## src/verilog/tx_event_pkg.sv

```systemverilog
package tx_event_pkg;
    // register byte addresses (event offset printed; enable offset chosen)
    localparam logic [9:0]  ADDR_EVENTS      = 10'h218;
    localparam logic [9:0]  ADDR_ENABLES     = 10'h106;
    // identifier fields
    localparam logic [5:0]  EVENTS_ID        = 6'h08;
    localparam logic [5:0]  ENABLES_ID       = 6'h07;
    localparam logic [15:0] EVENTS_RESET     = 16'h0008;
    localparam logic [15:0] ENABLES_RESET    = 16'h0007;
    // field positions
    localparam int          BIT_CARRIER_LOST = 6;
    localparam int          BIT_HEARTBEAT    = 7;
    localparam int          BIT_SEND_DONE    = 8;
    localparam int          BIT_LATE_COLL    = 9;
    localparam int          BIT_OVERLONG     = 10;
    localparam int          BIT_COLL_LSB     = 11;
    localparam int          BIT_EXCESS_COLL  = 15;
    // writable enable bits: 6,7,8,9,A,B,F
    localparam logic [15:0] ENABLE_MASK      = 16'h8FC0;
    // timing
    localparam int          CLK_HZ           = 50_000_000;
    localparam int          BIT_RATE_HZ      = 10_000_000;
    localparam int          CLKS_PER_BIT     = CLK_HZ / BIT_RATE_HZ;
    localparam int          HEARTBEAT_BITS   = 64;
    localparam int          LATE_COLL_BITS   = 512;
    localparam int          HEARTBEAT_CLKS   = HEARTBEAT_BITS * CLKS_PER_BIT;
    localparam int          LATE_COLL_CLKS   = LATE_COLL_BITS * CLKS_PER_BIT;
    localparam int          JABBER_MS        = 26;
    localparam int          JABBER_CLKS      = JABBER_MS * (CLK_HZ / 1000);
    localparam logic [4:0]  MAX_COLLISIONS   = 5'd16;
endpackage : tx_event_pkg

```

## src/verilog/tx_sync2.sv

```systemverilog
`timescale 1ns/10ps
`default_nettype none
module tx_sync2 (
    input  wire logic sys_clk,
    input  wire logic srst,
    input  wire logic ce,
    input  wire logic async_in,
    output var  logic sync_out
);
    logic stage1;
    logic next_stage1;
    logic next_sync_out;

    always_comb begin
        next_stage1   = stage1;
        next_sync_out = sync_out;
        if (ce) begin
            next_stage1   = async_in;
            next_sync_out = stage1;
        end
    end

    always_ff @(posedge sys_clk) begin
        if (srst) begin
            stage1   <= 1'b0;
            sync_out <= 1'b0;
        end else begin
            stage1   <= next_stage1;
            sync_out <= next_sync_out;
        end
    end
endmodule : tx_sync2
`default_nettype wire

```

## src/verilog/tx_event_status_irq.sv

```systemverilog
// How it works
// RULE_01 - enable register low six bits always read 000111
// RULE_02 - event register low six bits always read 001000
// RULE_03 - event register reports only the latest packet outcome
// RULE_04 - aui carrier not seen by preamble end sets bit 6
// RULE_05 - no aui collision within 64 bit times after end sets bit 7
// RULE_06 - bit 8 set when fully sent, bits 9, A, F clear
// RULE_07 - collision past 512 bit times: bad crc, abort, bit 9
// RULE_08 - transmission over 26 ms: jabber cuts output, sets bit A
// RULE_09 - collision count of last packet in bits E..B, B lsb
// RULE_10 - sixteen collisions abandon the packet and set bit F
// RULE_11 - each event interrupts only when its enable bit is set
// RULE_12 - any-collision enable interrupts on collisions during a packet
// RULE_13 - reading the event register clears all event bits
// RULE_14 - host must process every event bit it reads
// RULE_15 - enable register resets to 0x0007
// RULE_16 - event register resets to 0x0008
// RULE_17 - eeprom present may load enable register at start
// RULE_18 - a clear enable bit suppresses its interrupt
// RULE_19 - enabled pending events form one irq held until read
//
// The Avalon-MM interface to the registers was chosen for this implementation.
`timescale 1ns/10ps
`default_nettype none
module tx_event_status_irq #(
    parameter int JABBER_LIMIT = tx_event_pkg::JABBER_CLKS
) (
    input  wire logic        sys_clk,
    input  wire logic        srst,
    input  wire logic        ce,
    // avalon-mm slave
    input  wire logic [9:0]  avs_address,
    input  wire logic        avs_read,
    input  wire logic        avs_write,
    input  wire logic [31:0] avs_writedata,
    input  wire logic [3:0]  avs_byteenable,
    output logic      [31:0] avs_readdata,
    output logic             avs_waitrequest,
    // transmit engine, same clock
    input  wire logic        tx_start,
    input  wire logic        tx_active,
    input  wire logic        tx_preamble_end,
    input  wire logic        tx_aui_sel,
    // eeprom load, same clock
    input  wire logic        eeprom_load,
    input  wire logic [15:0] eeprom_enables,
    // medium pins
    input  wire logic        carrier_sense,
    input  wire logic        collision_det,
    // outputs to transmit engine, and irq to the host
    output logic             tx_abort,
    output logic             tx_force_bad_crc,
    output logic             tx_jabber_cut,
    output logic             irq
);
    typedef enum logic [1:0] {
        ST_IDLE    = 2'b00,
        ST_SEND    = 2'b01,
        ST_HBEAT   = 2'b10,
        ST_DONE    = 2'b11
    } tx_state_e;

    function automatic logic [15:0] be_merge(input logic [15:0] old_v,
                                             input logic [15:0] new_v,
                                             input logic [1:0]  be);
        be_merge = {be[1] ? new_v[15:8] : old_v[15:8],
                    be[0] ? new_v[7:0]  : old_v[7:0]};
    endfunction : be_merge

    function automatic logic hit(input logic [9:0] addr,
                                 input logic [9:0] reg_addr);
        hit = (addr == reg_addr);
    endfunction : hit

    logic crs_s;
    logic col_s;
    logic col_d;

    tx_sync2 u_sync_crs (
        .sys_clk  (sys_clk),
        .srst     (srst),
        .ce       (ce),
        .async_in (carrier_sense),
        .sync_out (crs_s)
    );

    tx_sync2 u_sync_col (
        .sys_clk  (sys_clk),
        .srst     (srst),
        .ce       (ce),
        .async_in (collision_det),
        .sync_out (col_s)
    );

    wire logic col_rise = col_s & ~col_d;

    // state
    tx_state_e   state;
    logic [15:0] enables;
    logic [9:0]  events;      // bits F..6
    logic [20:0] tx_timer;
    logic [9:0]  hb_timer;
    logic        aui_pkt;
    logic        coll_any;
    logic        ack;

    tx_state_e   next_state;
    logic [15:0] next_enables;
    logic [9:0]  next_events;
    logic [20:0] next_tx_timer;
    logic [9:0]  next_hb_timer;
    logic        next_aui_pkt;
    logic        next_col_d;
    logic        next_tx_abort;
    logic        next_bad_crc;
    logic        next_jabber;
    logic        next_irq;
    logic        next_coll_any;
    logic [31:0] next_rd_data;
    logic        next_ack;
    logic        next_wait;

    logic        rd_events;
    logic        wr_enables;
    logic [15:0] ev_word;
    logic [4:0]  cnt5;
    logic        late;
    logic        jab;

    always_comb begin
        ev_word = {events, tx_event_pkg::EVENTS_ID}; // RULE_02
        rd_events  = avs_read & ~ack
                   & hit(avs_address, tx_event_pkg::ADDR_EVENTS);
        wr_enables = avs_write & ~ack
                   & hit(avs_address, tx_event_pkg::ADDR_ENABLES);

        next_state    = state;
        next_enables  = enables;
        next_events   = events;
        next_tx_timer = tx_timer;
        next_hb_timer = hb_timer;
        next_aui_pkt  = aui_pkt;
        next_col_d    = col_s;
        next_tx_abort = 1'b0;
        next_bad_crc  = tx_force_bad_crc;
        next_jabber   = tx_jabber_cut;
        next_coll_any = coll_any;
        cnt5          = {1'b0, events[8:5]};
        late          = 1'b0;
        jab           = 1'b0;

        // clear on read; events from this cycle survive below
        if (rd_events) begin
            next_events   = 10'h000; // RULE_13
            next_coll_any = 1'b0;
        end
        if (wr_enables) begin
            next_enables = (be_merge(enables, avs_writedata[15:0],
                                     avs_byteenable[1:0])
                            & tx_event_pkg::ENABLE_MASK)
                           | tx_event_pkg::ENABLES_RESET; // RULE_01
        end
        if (eeprom_load) begin
            next_enables = (eeprom_enables & tx_event_pkg::ENABLE_MASK)
                           | tx_event_pkg::ENABLES_RESET; // RULE_17
        end

        unique case (state)
            ST_IDLE, ST_DONE: begin
                if (tx_start) begin
                    next_state    = ST_SEND;
                    next_events   = 10'h000; // RULE_03
                    next_coll_any = 1'b0;
                    next_tx_timer = 21'd0;
                    next_aui_pkt  = tx_aui_sel;
                    next_bad_crc  = 1'b0;
                    next_jabber   = 1'b0;
                end
            end
            ST_SEND: begin
                next_tx_timer = tx_timer + 21'd1;
                if (tx_preamble_end & aui_pkt & ~crs_s) begin
                    next_events[tx_event_pkg::BIT_CARRIER_LOST - 6] = 1'b1; // RULE_04
                end
                if (col_rise) begin
                    if (tx_timer >= 21'(tx_event_pkg::LATE_COLL_CLKS)) begin
                        late = 1'b1;
                        next_events[tx_event_pkg::BIT_LATE_COLL - 6] = 1'b1; // RULE_07
                        next_bad_crc = 1'b1; // RULE_07
                    end else begin
                        cnt5 = cnt5 + 5'd1;
                        if (cnt5[3:0] != 4'h0) begin
                            next_events[8:5] = cnt5[3:0]; // RULE_09
                        end
                        next_coll_any = 1'b1; // RULE_12
                        if (cnt5 == tx_event_pkg::MAX_COLLISIONS) begin
                            next_events[tx_event_pkg::BIT_EXCESS_COLL - 6] = 1'b1; // RULE_10
                            late = 1'b1;
                        end
                    end
                end
                if (tx_timer >= 21'(JABBER_LIMIT)) begin
                    jab = 1'b1;
                    next_jabber = 1'b1; // RULE_08
                    next_events[tx_event_pkg::BIT_OVERLONG - 6] = 1'b1; // RULE_08
                end
                if (late | jab) begin
                    next_tx_abort = 1'b1; // RULE_07 RULE_10
                    next_state    = ST_DONE;
                end else if (~tx_active) begin
                    // clean finish
                    next_events[tx_event_pkg::BIT_SEND_DONE - 6] = 1'b1; // RULE_06
                    next_hb_timer = 10'd0;
                    next_state = aui_pkt ? ST_HBEAT : ST_DONE;
                end
            end
            ST_HBEAT: begin
                next_hb_timer = hb_timer + 10'd1;
                if (col_rise) begin
                    next_state = ST_DONE;
                end else if (hb_timer >=
                             10'(tx_event_pkg::HEARTBEAT_CLKS - 1)) begin
                    next_events[tx_event_pkg::BIT_HEARTBEAT - 6] = 1'b1; // RULE_05
                    next_state = ST_DONE;
                end
            end
        endcase

        // one line, events gated by matching enables
        next_irq = |((({next_events, 6'h00} & ~16'h7800)
                      & next_enables & 16'h87C0)) // RULE_11 RULE_18
                   | (next_coll_any & next_enables[tx_event_pkg::BIT_COLL_LSB]); // RULE_12 RULE_19
    end

    always_ff @(posedge sys_clk) begin
        if (srst) begin
            state            <= ST_IDLE;
            enables          <= tx_event_pkg::ENABLES_RESET; // RULE_15
            events           <= 10'h000; // RULE_16
            tx_timer         <= 21'd0;
            hb_timer         <= 10'd0;
            aui_pkt          <= 1'b0;
            col_d            <= 1'b0;
            tx_abort         <= 1'b0;
            tx_force_bad_crc <= 1'b0;
            tx_jabber_cut    <= 1'b0;
            irq              <= 1'b0;
            coll_any         <= 1'b0;
        end else if (ce) begin
            state            <= next_state;
            enables          <= next_enables;
            events           <= next_events;
            tx_timer         <= next_tx_timer;
            hb_timer         <= next_hb_timer;
            aui_pkt          <= next_aui_pkt;
            col_d            <= next_col_d;
            tx_abort         <= next_tx_abort;
            tx_force_bad_crc <= next_bad_crc;
            tx_jabber_cut    <= next_jabber;
            irq              <= next_irq;
            coll_any         <= next_coll_any;
        end
    end

    // bus group: the answer comes one cycle after the take
    always_comb begin
        next_ack     = 1'b0;
        next_rd_data = avs_readdata;
        if ((avs_read | avs_write) & ~ack) begin
            next_ack = 1'b1;
            if (avs_read) begin
                if (hit(avs_address, tx_event_pkg::ADDR_EVENTS)) begin
                    next_rd_data = {16'h0000, ev_word};
                end else if (hit(avs_address,
                                 tx_event_pkg::ADDR_ENABLES)) begin
                    next_rd_data = {16'h0000, enables};
                end else begin
                    // unmapped reads return zero, never x
                    next_rd_data = 32'h0000_0000;
                end
            end
        end
        // registered so the bus sees no combinational path
        next_wait = ~next_ack;
    end

    always_ff @(posedge sys_clk) begin
        if (srst) begin
            ack             <= 1'b0;
            avs_readdata    <= 32'h0000_0000;
            avs_waitrequest <= 1'b1;
        end else if (ce) begin
            ack             <= next_ack;
            avs_readdata    <= next_rd_data;
            avs_waitrequest <= next_wait;
        end
    end
endmodule : tx_event_status_irq
`default_nettype wire

```

## config.mk

```make
export PLATFORM = sky130hd
export DESIGN_NAME = tx_event_status_irq
export DESIGN_NICKNAME = d
export VERILOG_FILES = /design/src/verilog/tx_event_pkg.sv /design/src/verilog/tx_sync2.sv /design/src/verilog/tx_event_status_irq.sv
export SDC_FILE = /design/constraint.sdc
export NUM_CORES = 1
export LEC_CHECK = 0
export BUFFER_PORTS_ARGS = -buffer_cell sky130_fd_sc_hd__clkbuf_2
export CAP_MARGIN = 30
export CELL_PAD_IN_SITES_DETAIL_PLACEMENT = 0
export CELL_PAD_IN_SITES_GLOBAL_PLACEMENT = 1
export CORE_UTILIZATION = 38
export CTS_BUF_LIST = sky130_fd_sc_hd__clkbuf_8 sky130_fd_sc_hd__clkbuf_16
export CTS_CLUSTER_DIAMETER = 30
export CTS_CLUSTER_SIZE = 20
export DETAILED_ROUTE_END_ITERATION = 10
export PLACE_DENSITY_LB_ADDON = 0.1
export RECOVER_POWER = 100
export SLEW_MARGIN = 20
export SYNTH_ARGS = -nofsm -noshare
export SYNTH_HDL_FRONTEND = slang
export SYNTH_HIERARCHICAL = 1
export SYNTH_SLANG_ARGS = --single-unit
```

## constraint.sdc

```tcl
create_clock -name sys_clk -period 3.4 [get_ports sys_clk]
set_clock_uncertainty 0.1 [all_clocks]
set_input_delay 0.34 -clock sys_clk [delete_from_list [all_inputs] [get_ports sys_clk]]
set_output_delay 0.34 -clock sys_clk [all_outputs]
set_load 0.02 [all_outputs]
```

==> results.toml, run 1 <==
[floorplanning]
io_pins = 111
die_y_um = 104
floorplan.core_area_mm2 = 0.0102
num_rows = 37
initial_standard_cell_utilization_of_the_core_pct = 39.0
die-area_mm2 = 0.0109
die_width_um = 104

[grt]
use_met1_pct = 27.2
wire_length_of_the_first_global_routing_pass_mm = 16.3
vias_in_the_first_global_route = 3275
initial_antenna_violation_count = 0
overflow = 0
groute.usage.overall_pct = 18.8
grt_use_met3_pct = 4.26
grt_start_max_net_pins = 34
grtUsageMet2_pct = 26.5
grt-busiest-layer = "met1"

[worst_setup_path]
end_kind = "register"
timing.setup.critical_path_class = "register to register"
cp_data_arrival_time_ps = 3060
crit_chain = "nor4_1 > nand4_1 > o21ai_0 > a41oi_2 > or4_1 > a21oi_1"
r2r-start = "tx_timer[20]$_SDFFE_PP0P_"
worstSetupStartpointType = "register"
critPathSlowestCell = "sky130_fd_sc_hd__or4_1"
crit_required_ps = 3580
worst-path-buf-inv = 0
path_delay_family = "simple AND/OR/NAND/NOR gates"
cp_max_fo = 21
crit_start = "tx_timer[20]$_SDFFE_PP0P_"
critical_path.max_stage_delay_ps = 630

[clocking]
cts_setup_buffers = 0
cts_inserted_buffers = 9
cts_repair_resize_count = 0
worst_setup_hold_path_clk_slew_ps = 80
clock_tree.buffer_depth = 2
cts_max_level = 3
cts_tree = "done"
cts_hold_buffers = 0
cts.root.buffer_cell = "sky130_fd_sc_hd__clkbuf_8"
cts.sinks = 77
clk-insertion-delay-late_ps = 350

[route]
vias_per_inst = 5.25
via_count = 3558
drt-initial-drc-count = 134
drt_pass1_iterations = 5
antenna_violating_nets_post_route = 0
post-route-drc-count = 0
postRouteWirelength_mm = 9.77
wire_per_inst_um = 14.4

[timing]
final.period_utilization_pct = 84.7
hold_viol = 0
setup-tns-final_ps = 0
total_setup_violations_reported_at_the_end_of_the_flow = 0
worst_pin_slew_ps = 946
worst_slew_margin_rel_pct = 36.9
rsz_0062_raised_after_global_routing = "no"
timing.final.max_slew_violations = 0
fmaxAchievable_ghz = 0.347
period_minus_slack_ps = 2880

[cells_and_area]
fill_cells = 1100
post_route_cells_drive_above_1_share_pct = 10.9
antenna_cells_inserted = 0
area_growth_pct = 12.3
layout.core_utilization_pct = 43.8
layout_common_cells = "sky130_fd_sc_hd__dfxtp_1, sky130_fd_sc_hd__nor2_1, sky130_fd_sc_hd__nand2_1"
nNetsFinal = 619
mostFrequentLayoutCell = "sky130_fd_sc_hd__dfxtp_1"

[synthesis]
synth.distinct_cells = 55
synth.ff_latch_count = 77
synth.yosys.seq_area_share_pct = 38.6
dominantRegCellSynth = "sky130_fd_sc_hd__dfxtp_1"
synth_largest_type_area_fraction_pct = 38.6
postSynthCellCount = 490
syn-cell-area_mm2 = 0.00399
mean_cell_area_of_the_mapped_netlist_um2 = 8.14
synth.area.top_cells = "sky130_fd_sc_hd__dfxtp_1, sky130_fd_sc_hd__nor2_1, sky130_fd_sc_hd__mux2i_1"
synthesis.yosys.warnings = 6
synth-edff-count = 0
asyncSetResetFlopFracSynth_pct = 0
synth_top_area_cell = "sky130_fd_sc_hd__dfxtp_1"

[pwr]
clock_power_share_pct = 37.1
p_comb_share_pct = 14.1
p_seq_share_pct = 48.9
switching_portion_of_total_power_pct = 27.1
power.ir.vdd_worst_uv = 157
power-per-cell-area_mw_per_mm2 = 426
net-switching-power_w = 0.000517
leakage_nw = 1.64
internal_power_w = 0.00139

[hold_path]
hold_path.class = "input port to register"
min_from = "tx_aui_sel"

[run_status]
outcome = "finished clean"

[flow_run]
maxCapViolCount = 0

[place]
count_of_port_buffers_added_during_placement = 58
gpl.final_weighted_congestion = 0.780
dp_hpwl_mm = 7.05
==> per-stage QoR <==
stage / hold slack [ps] / setup WS (ps) / cell area (µm²) / instances / total power [W]
finish: 134 / 520 / 4480 / 678 / 0.00191
global route: 131 / 227 / 4480 / 678 / 0.00202
CTS: 117 / 542 / 4520 / 678 / 0.00194
detailed placement: 352 / 482 / 4320 / 664 / 0.00123
global placement: 342 / 518 / 4320 / 664 / 0.00122
floorplan: 312 / 902 / 4050 / 505 / 0.00116
==> cells in the mapped netlist, drive strengths merged, types with 8 or more instances <==
cell     n
a21oi   29
xor2    14
nor2    63
nand4   15
nor2b    8
buf     23
nand2   45
dfxtp   77
nor3    12
nand3   26
o21ai   18
or3      9
mux2i   17
inv     10
a31oi   11
a211oi   8
clkbuf  20
==> cell type report <==
class	count	area, µm²	area share, %
multi-input combinational	375	2220	49.7
sequential	77	1540	34.4
timing repair buffer	66	307	6.84
tap	136	170	3.80
clock buffer	12	165	3.69
inverter	10	37.5	0.838
clock inverter	2	33.8	0.754
==> logic make-up after synthesis <==
family / Yosys count / share of synthesized area (%)
buf+inv: 53 / 7.02
flops: 77 / 38.6
fa+ha+maj: 6 / 1.88
simple gates: 217 / 27.0
xor+xnor: 18 / 3.95
mux: 19 / 4.83
compound gates: 99 / 16.6
other cells: 1 / 0.0940
==> sequential cells by signal (all words and copies together) (netlist names) <==
signal,count
enables,8
coll_any,1
events,10
u_sync_col/sync_out,1
aui_pkt,1
tx_abort,1
u_sync_crs/stage1,1
u_sync_crs/sync_out,1
avs_readdata,13
avs_waitrequest,1
tx_force_bad_crc,1
ack,1
col_d,1
tx_timer,21
tx_jabber_cut,1
irq,1
state,2
u_sync_col/stage1,1
hb_timer,10
==> power groups by stage <==
stage | Clock [W] | Sequential, W | Combinational [W]
after detailed placement | 0 | 0.000954 | 0.000272
after floorplan | 0 | 0.000952 | 0.000211
after global placement | 0 | 0.000954 | 0.000271
final | 0.000707 | 0.000933 | 0.000269
after CTS | 0.000735 | 0.000933 | 0.000273
after global routing | 0.000775 | 0.000936 | 0.000305
==> layer usage <==
layer,vias to the layer above,routed length (µm)
met5,-,0
met4,0,150
met3,12,372
met2,67,4130
met1,1662,5120
li1,1817,-
==> worst min-delay path: stages <==
cell and delay, ps:
sky130_fd_sc_hd__clkbuf_2 80, sky130_fd_sc_hd__mux2i_1 60, sky130_fd_sc_hd__nor2_1 70
==> path summary, 6_finish.rpt <==
path / end / slack, ps / cells after the start
min: aui_pkt$_SDFFE_PP0P_ / 130 / 3
min reg2reg: enables[2]$_SDFFE_PP1P_ / 370 / 2
max: hb_timer[7]$_SDFFE_PP0P_ / 520 / 6
max reg2reg: hb_timer[7]$_SDFFE_PP0P_ / 520 / 6
Note: power is estimated with default switching activity, not from simulation.
==> run 2, diff against run 1 <==
--- a/config.mk
+++ b/config.mk
@@ -9,7 +9,7 @@
 export CAP_MARGIN = 30
 export CELL_PAD_IN_SITES_DETAIL_PLACEMENT = 0
 export CELL_PAD_IN_SITES_GLOBAL_PLACEMENT = 1
-export CORE_UTILIZATION = 38
+export CORE_UTILIZATION = 34
 export CTS_BUF_LIST = sky130_fd_sc_hd__clkbuf_8 sky130_fd_sc_hd__clkbuf_16
 export CTS_CLUSTER_DIAMETER = 30
 export CTS_CLUSTER_SIZE = 20
==> constraint.sdc (replaced) <==
create_clock -name sys_clk -period 2.6 [get_ports sys_clk]
set_clock_uncertainty 0.1 [all_clocks]
set_input_delay 0.26 -clock sys_clk [delete_from_list [all_inputs] [get_ports sys_clk]]
set_output_delay 0.26 -clock sys_clk [all_outputs]
set_load 0.02 [all_outputs]
==> run 2 against run 1 <==
Net effect:
- register-to-register slack got worse by 420 ps
- count of clock-buffer cells in the layout down 3
- routed wire length is 3.9% higher
- total power rose by 54%
- sequential power grew 31%
- utilization down 2.1 points
- sequential share of layout area is 2.0 points lower
- fmax up 15%
- cell count rose by 4.9%
- flip-flop and latch count unchanged
- critical path type unchanged
- hold slack worse by 73 ps
==> results.toml, run 2 (synthesized netlist as in run 1, its figures left out) <==
[worst_setup_path]
reg2reg_slack_ps = 100
timing.setup.critical_path_class = "register to register"
end_kind = "register"
critPathSlowestCell = "sky130_fd_sc_hd__or4_1"
crit_start = "tx_timer[6]$_SDFFE_PP0P_"
worstSetupStartpointType = "register"
cp_data_arrival_time_ps = 2680
worst-path-buf-inv = 1
cp_max_fo = 21
regToRegEndpoint = "hb_timer[7]$_SDFFE_PP0P_"
worstRegToRegCells = 7
crit_path_end = "hb_timer[7]$_SDFFE_PP0P_"
path_delay_family = "simple AND/OR/NAND/NOR gates"
critical_path.max_stage_delay_ps = 510
cpMostUsedCell = "sky130_fd_sc_hd__or4_1"
r2r-start = "tx_timer[6]$_SDFFE_PP0P_"
cp.depth = 7
crit_chain = "or4_1 > a31o_1 > a32oi_4 > a41oi_2 > buf_12 > or4_1 > a21oi_1"
crit_required_ps = 2770

[grt]
overflow = 0
grt_start_max_net_pins = 45
wire_length_of_the_first_global_routing_pass_mm = 16.2
vias_in_the_first_global_route = 3186
initial_antenna_violation_count = 0
groute.usage.overall_pct = 17.5

[place]
dp_hpwl_mm = 7.50
count_of_port_buffers_added_during_placement = 58
gpl.final_weighted_congestion = 0.769
place_worst_setup_slack_ps = -65.9
dpl.cell_count = 695

[cells_and_area]
registers.top_by_ff_count = "tx_timer"
largest_register_ffs = 21
post_route_cells_drive_above_1_share_pct = 13.7
fill_cells = 1215
antenna_cells_inserted = 0
area_growth_pct = 19.3
mostFrequentLayoutCell = "sky130_fd_sc_hd__dfxtp_1"
reg.largest.list = "tx_timer: 21 flops, avs_readdata: 13 flops"
layout_common_cells = "sky130_fd_sc_hd__dfxtp_1, sky130_fd_sc_hd__nor2_1, sky130_fd_sc_hd__nand2_1"
nNetsFinal = 643
final_cell_count_without_fillers = 711

[floorplanning]
io_pins = 111
die_y_um = 110
die-area_mm2 = 0.0122
die_width_um = 110
floorplan.core_area_mm2 = 0.0114
initial_standard_cell_utilization_of_the_core_pct = 34.9
num_rows = 39

[pwr]
power.ir.vdd_worst_uv = 269
leakage_nw = 1.79
power-per-cell-area_mw_per_mm2 = 617

[timing]
worst_slew_margin_rel_pct = 62.5
rsz_0062_raised_after_global_routing = "no"
final.period_utilization_pct = 96.2
postLayoutSetupSlackWorst_ps = 97.8
period_minus_slack_ps = 2500
final_worst_hold_slack_ps = 60.2
hold_viol = 0
fmaxAchievable_ghz = 0.400
worst_pin_slew_ps = 563
total_setup_violations_reported_at_the_end_of_the_flow = 0
timing.final.max_slew_violations = 0

[route]
vias_per_inst = 5.18
drt-initial-drc-count = 227
post-route-drc-count = 0
antenna_violating_nets_post_route = 0
wire_per_inst_um = 14.3
postRouteWirelength_mm = 10.2
drt_pass1_iterations = 4
via_count = 3682

[clocking]
cts_inserted_buffers = 9
cts_hold_buffers = 0
cts_max_level = 3
cts_repair_resize_count = 0
clk-insertion-delay-late_ps = 340
cts.root.buffer_cell = "sky130_fd_sc_hd__clkbuf_16"
cts.sinks = 77
clock_tree.buffer_depth = 2
cts_tree = "done"
cts_setup_buffers = 0
worst_setup_hold_path_clk_slew_ps = 60

[run_status]
outcome = "finished clean"

[flow_run]
maxCapViolCount = 0

[hold_path]
hold_path.class = "input port to register"
run 2: changes by cell type in the layout (fill, tap and decap cells not counted), moves of 3 or more:
cell	before	now
sky130_fd_sc_hd__buf_4	4	18
sky130_fd_sc_hd__clkbuf_1	27	34
sky130_fd_sc_hd__clkbuf_16	0	9
sky130_fd_sc_hd__clkbuf_8	12	0
sky130_fd_sc_hd__clkinv_2	0	3
run 2: area by class of cell:
type / count / area, µm² / share of cell area, %
clock buffer: 9 / 225 / 4.73
clock inverter: 7 / 82.6 / 1.73
inverter: 10 / 37.5 / 0.788
multi-input combinational: 375 / 2230 / 46.7
sequential: 77 / 1540 / 32.4
tap: 143 / 179 / 3.76
timing repair buffer: 90 / 470 / 9.88
run 2: power by group:
part / switching (W) / internal, W
logic: 0.000256 / 0.000152
clock network: 0.000480 / 0.000828
registers: 0.0000179 / 0.00120
run 2: worst min-delay path by stage:
| stage | startpoint | end | slack, ps | cells after the start |
|---|---|---|---|---|
| 3_5_place_dp | enables[2]$_SDFFE_PP1P_ | enables[2]$_SDFFE_PP1P_ | 350 | 2 |
| 3_3_place_gp | enables[2]$_SDFFE_PP1P_ | enables[2]$_SDFFE_PP1P_ | 340 | 2 |
| 6_report | collision_det | u_sync_col/stage1$_SDFFE_PP0P_ | 60 | 3 |
| 4_1_cts | collision_det | u_sync_col/stage1$_SDFFE_PP0P_ | 50 | 3 |
| 5_1_grt | collision_det | u_sync_col/stage1$_SDFFE_PP0P_ | 70 | 3 |
| 2_1_floorplan | srst | u_sync_col/stage1$_SDFFE_PP0P_ | 230 | 1 |
run 2: per-layer routing:
metal  vias up  routed length [µm]  track usage, %
met5         -                   0               0
met4         0                 106            6.77
met3         8                 367            2.76
met2        66                4370            25.2
met1      1736                5310            25.7
li1       1872                   -               -
run 2: worst min-delay path: stages:
cell,delay (ps)
sky130_fd_sc_hd__clkbuf_2,70
sky130_fd_sc_hd__mux2i_1,50
sky130_fd_sc_hd__nor2_1,70
run 2: per-stage QoR:
step                setup TNS, ps  utilization, %  cell area, µm²  total power (W)
floorplan                       0               -            4050          0.00152
global placement            -66.6            39.6            4530          0.00166
detailed placement          -65.9            39.6            4530          0.00166
global route                    0            41.7            4760          0.00306
CTS                             0            42.3            4830          0.00299
finish                          0            41.7            4760          0.00294
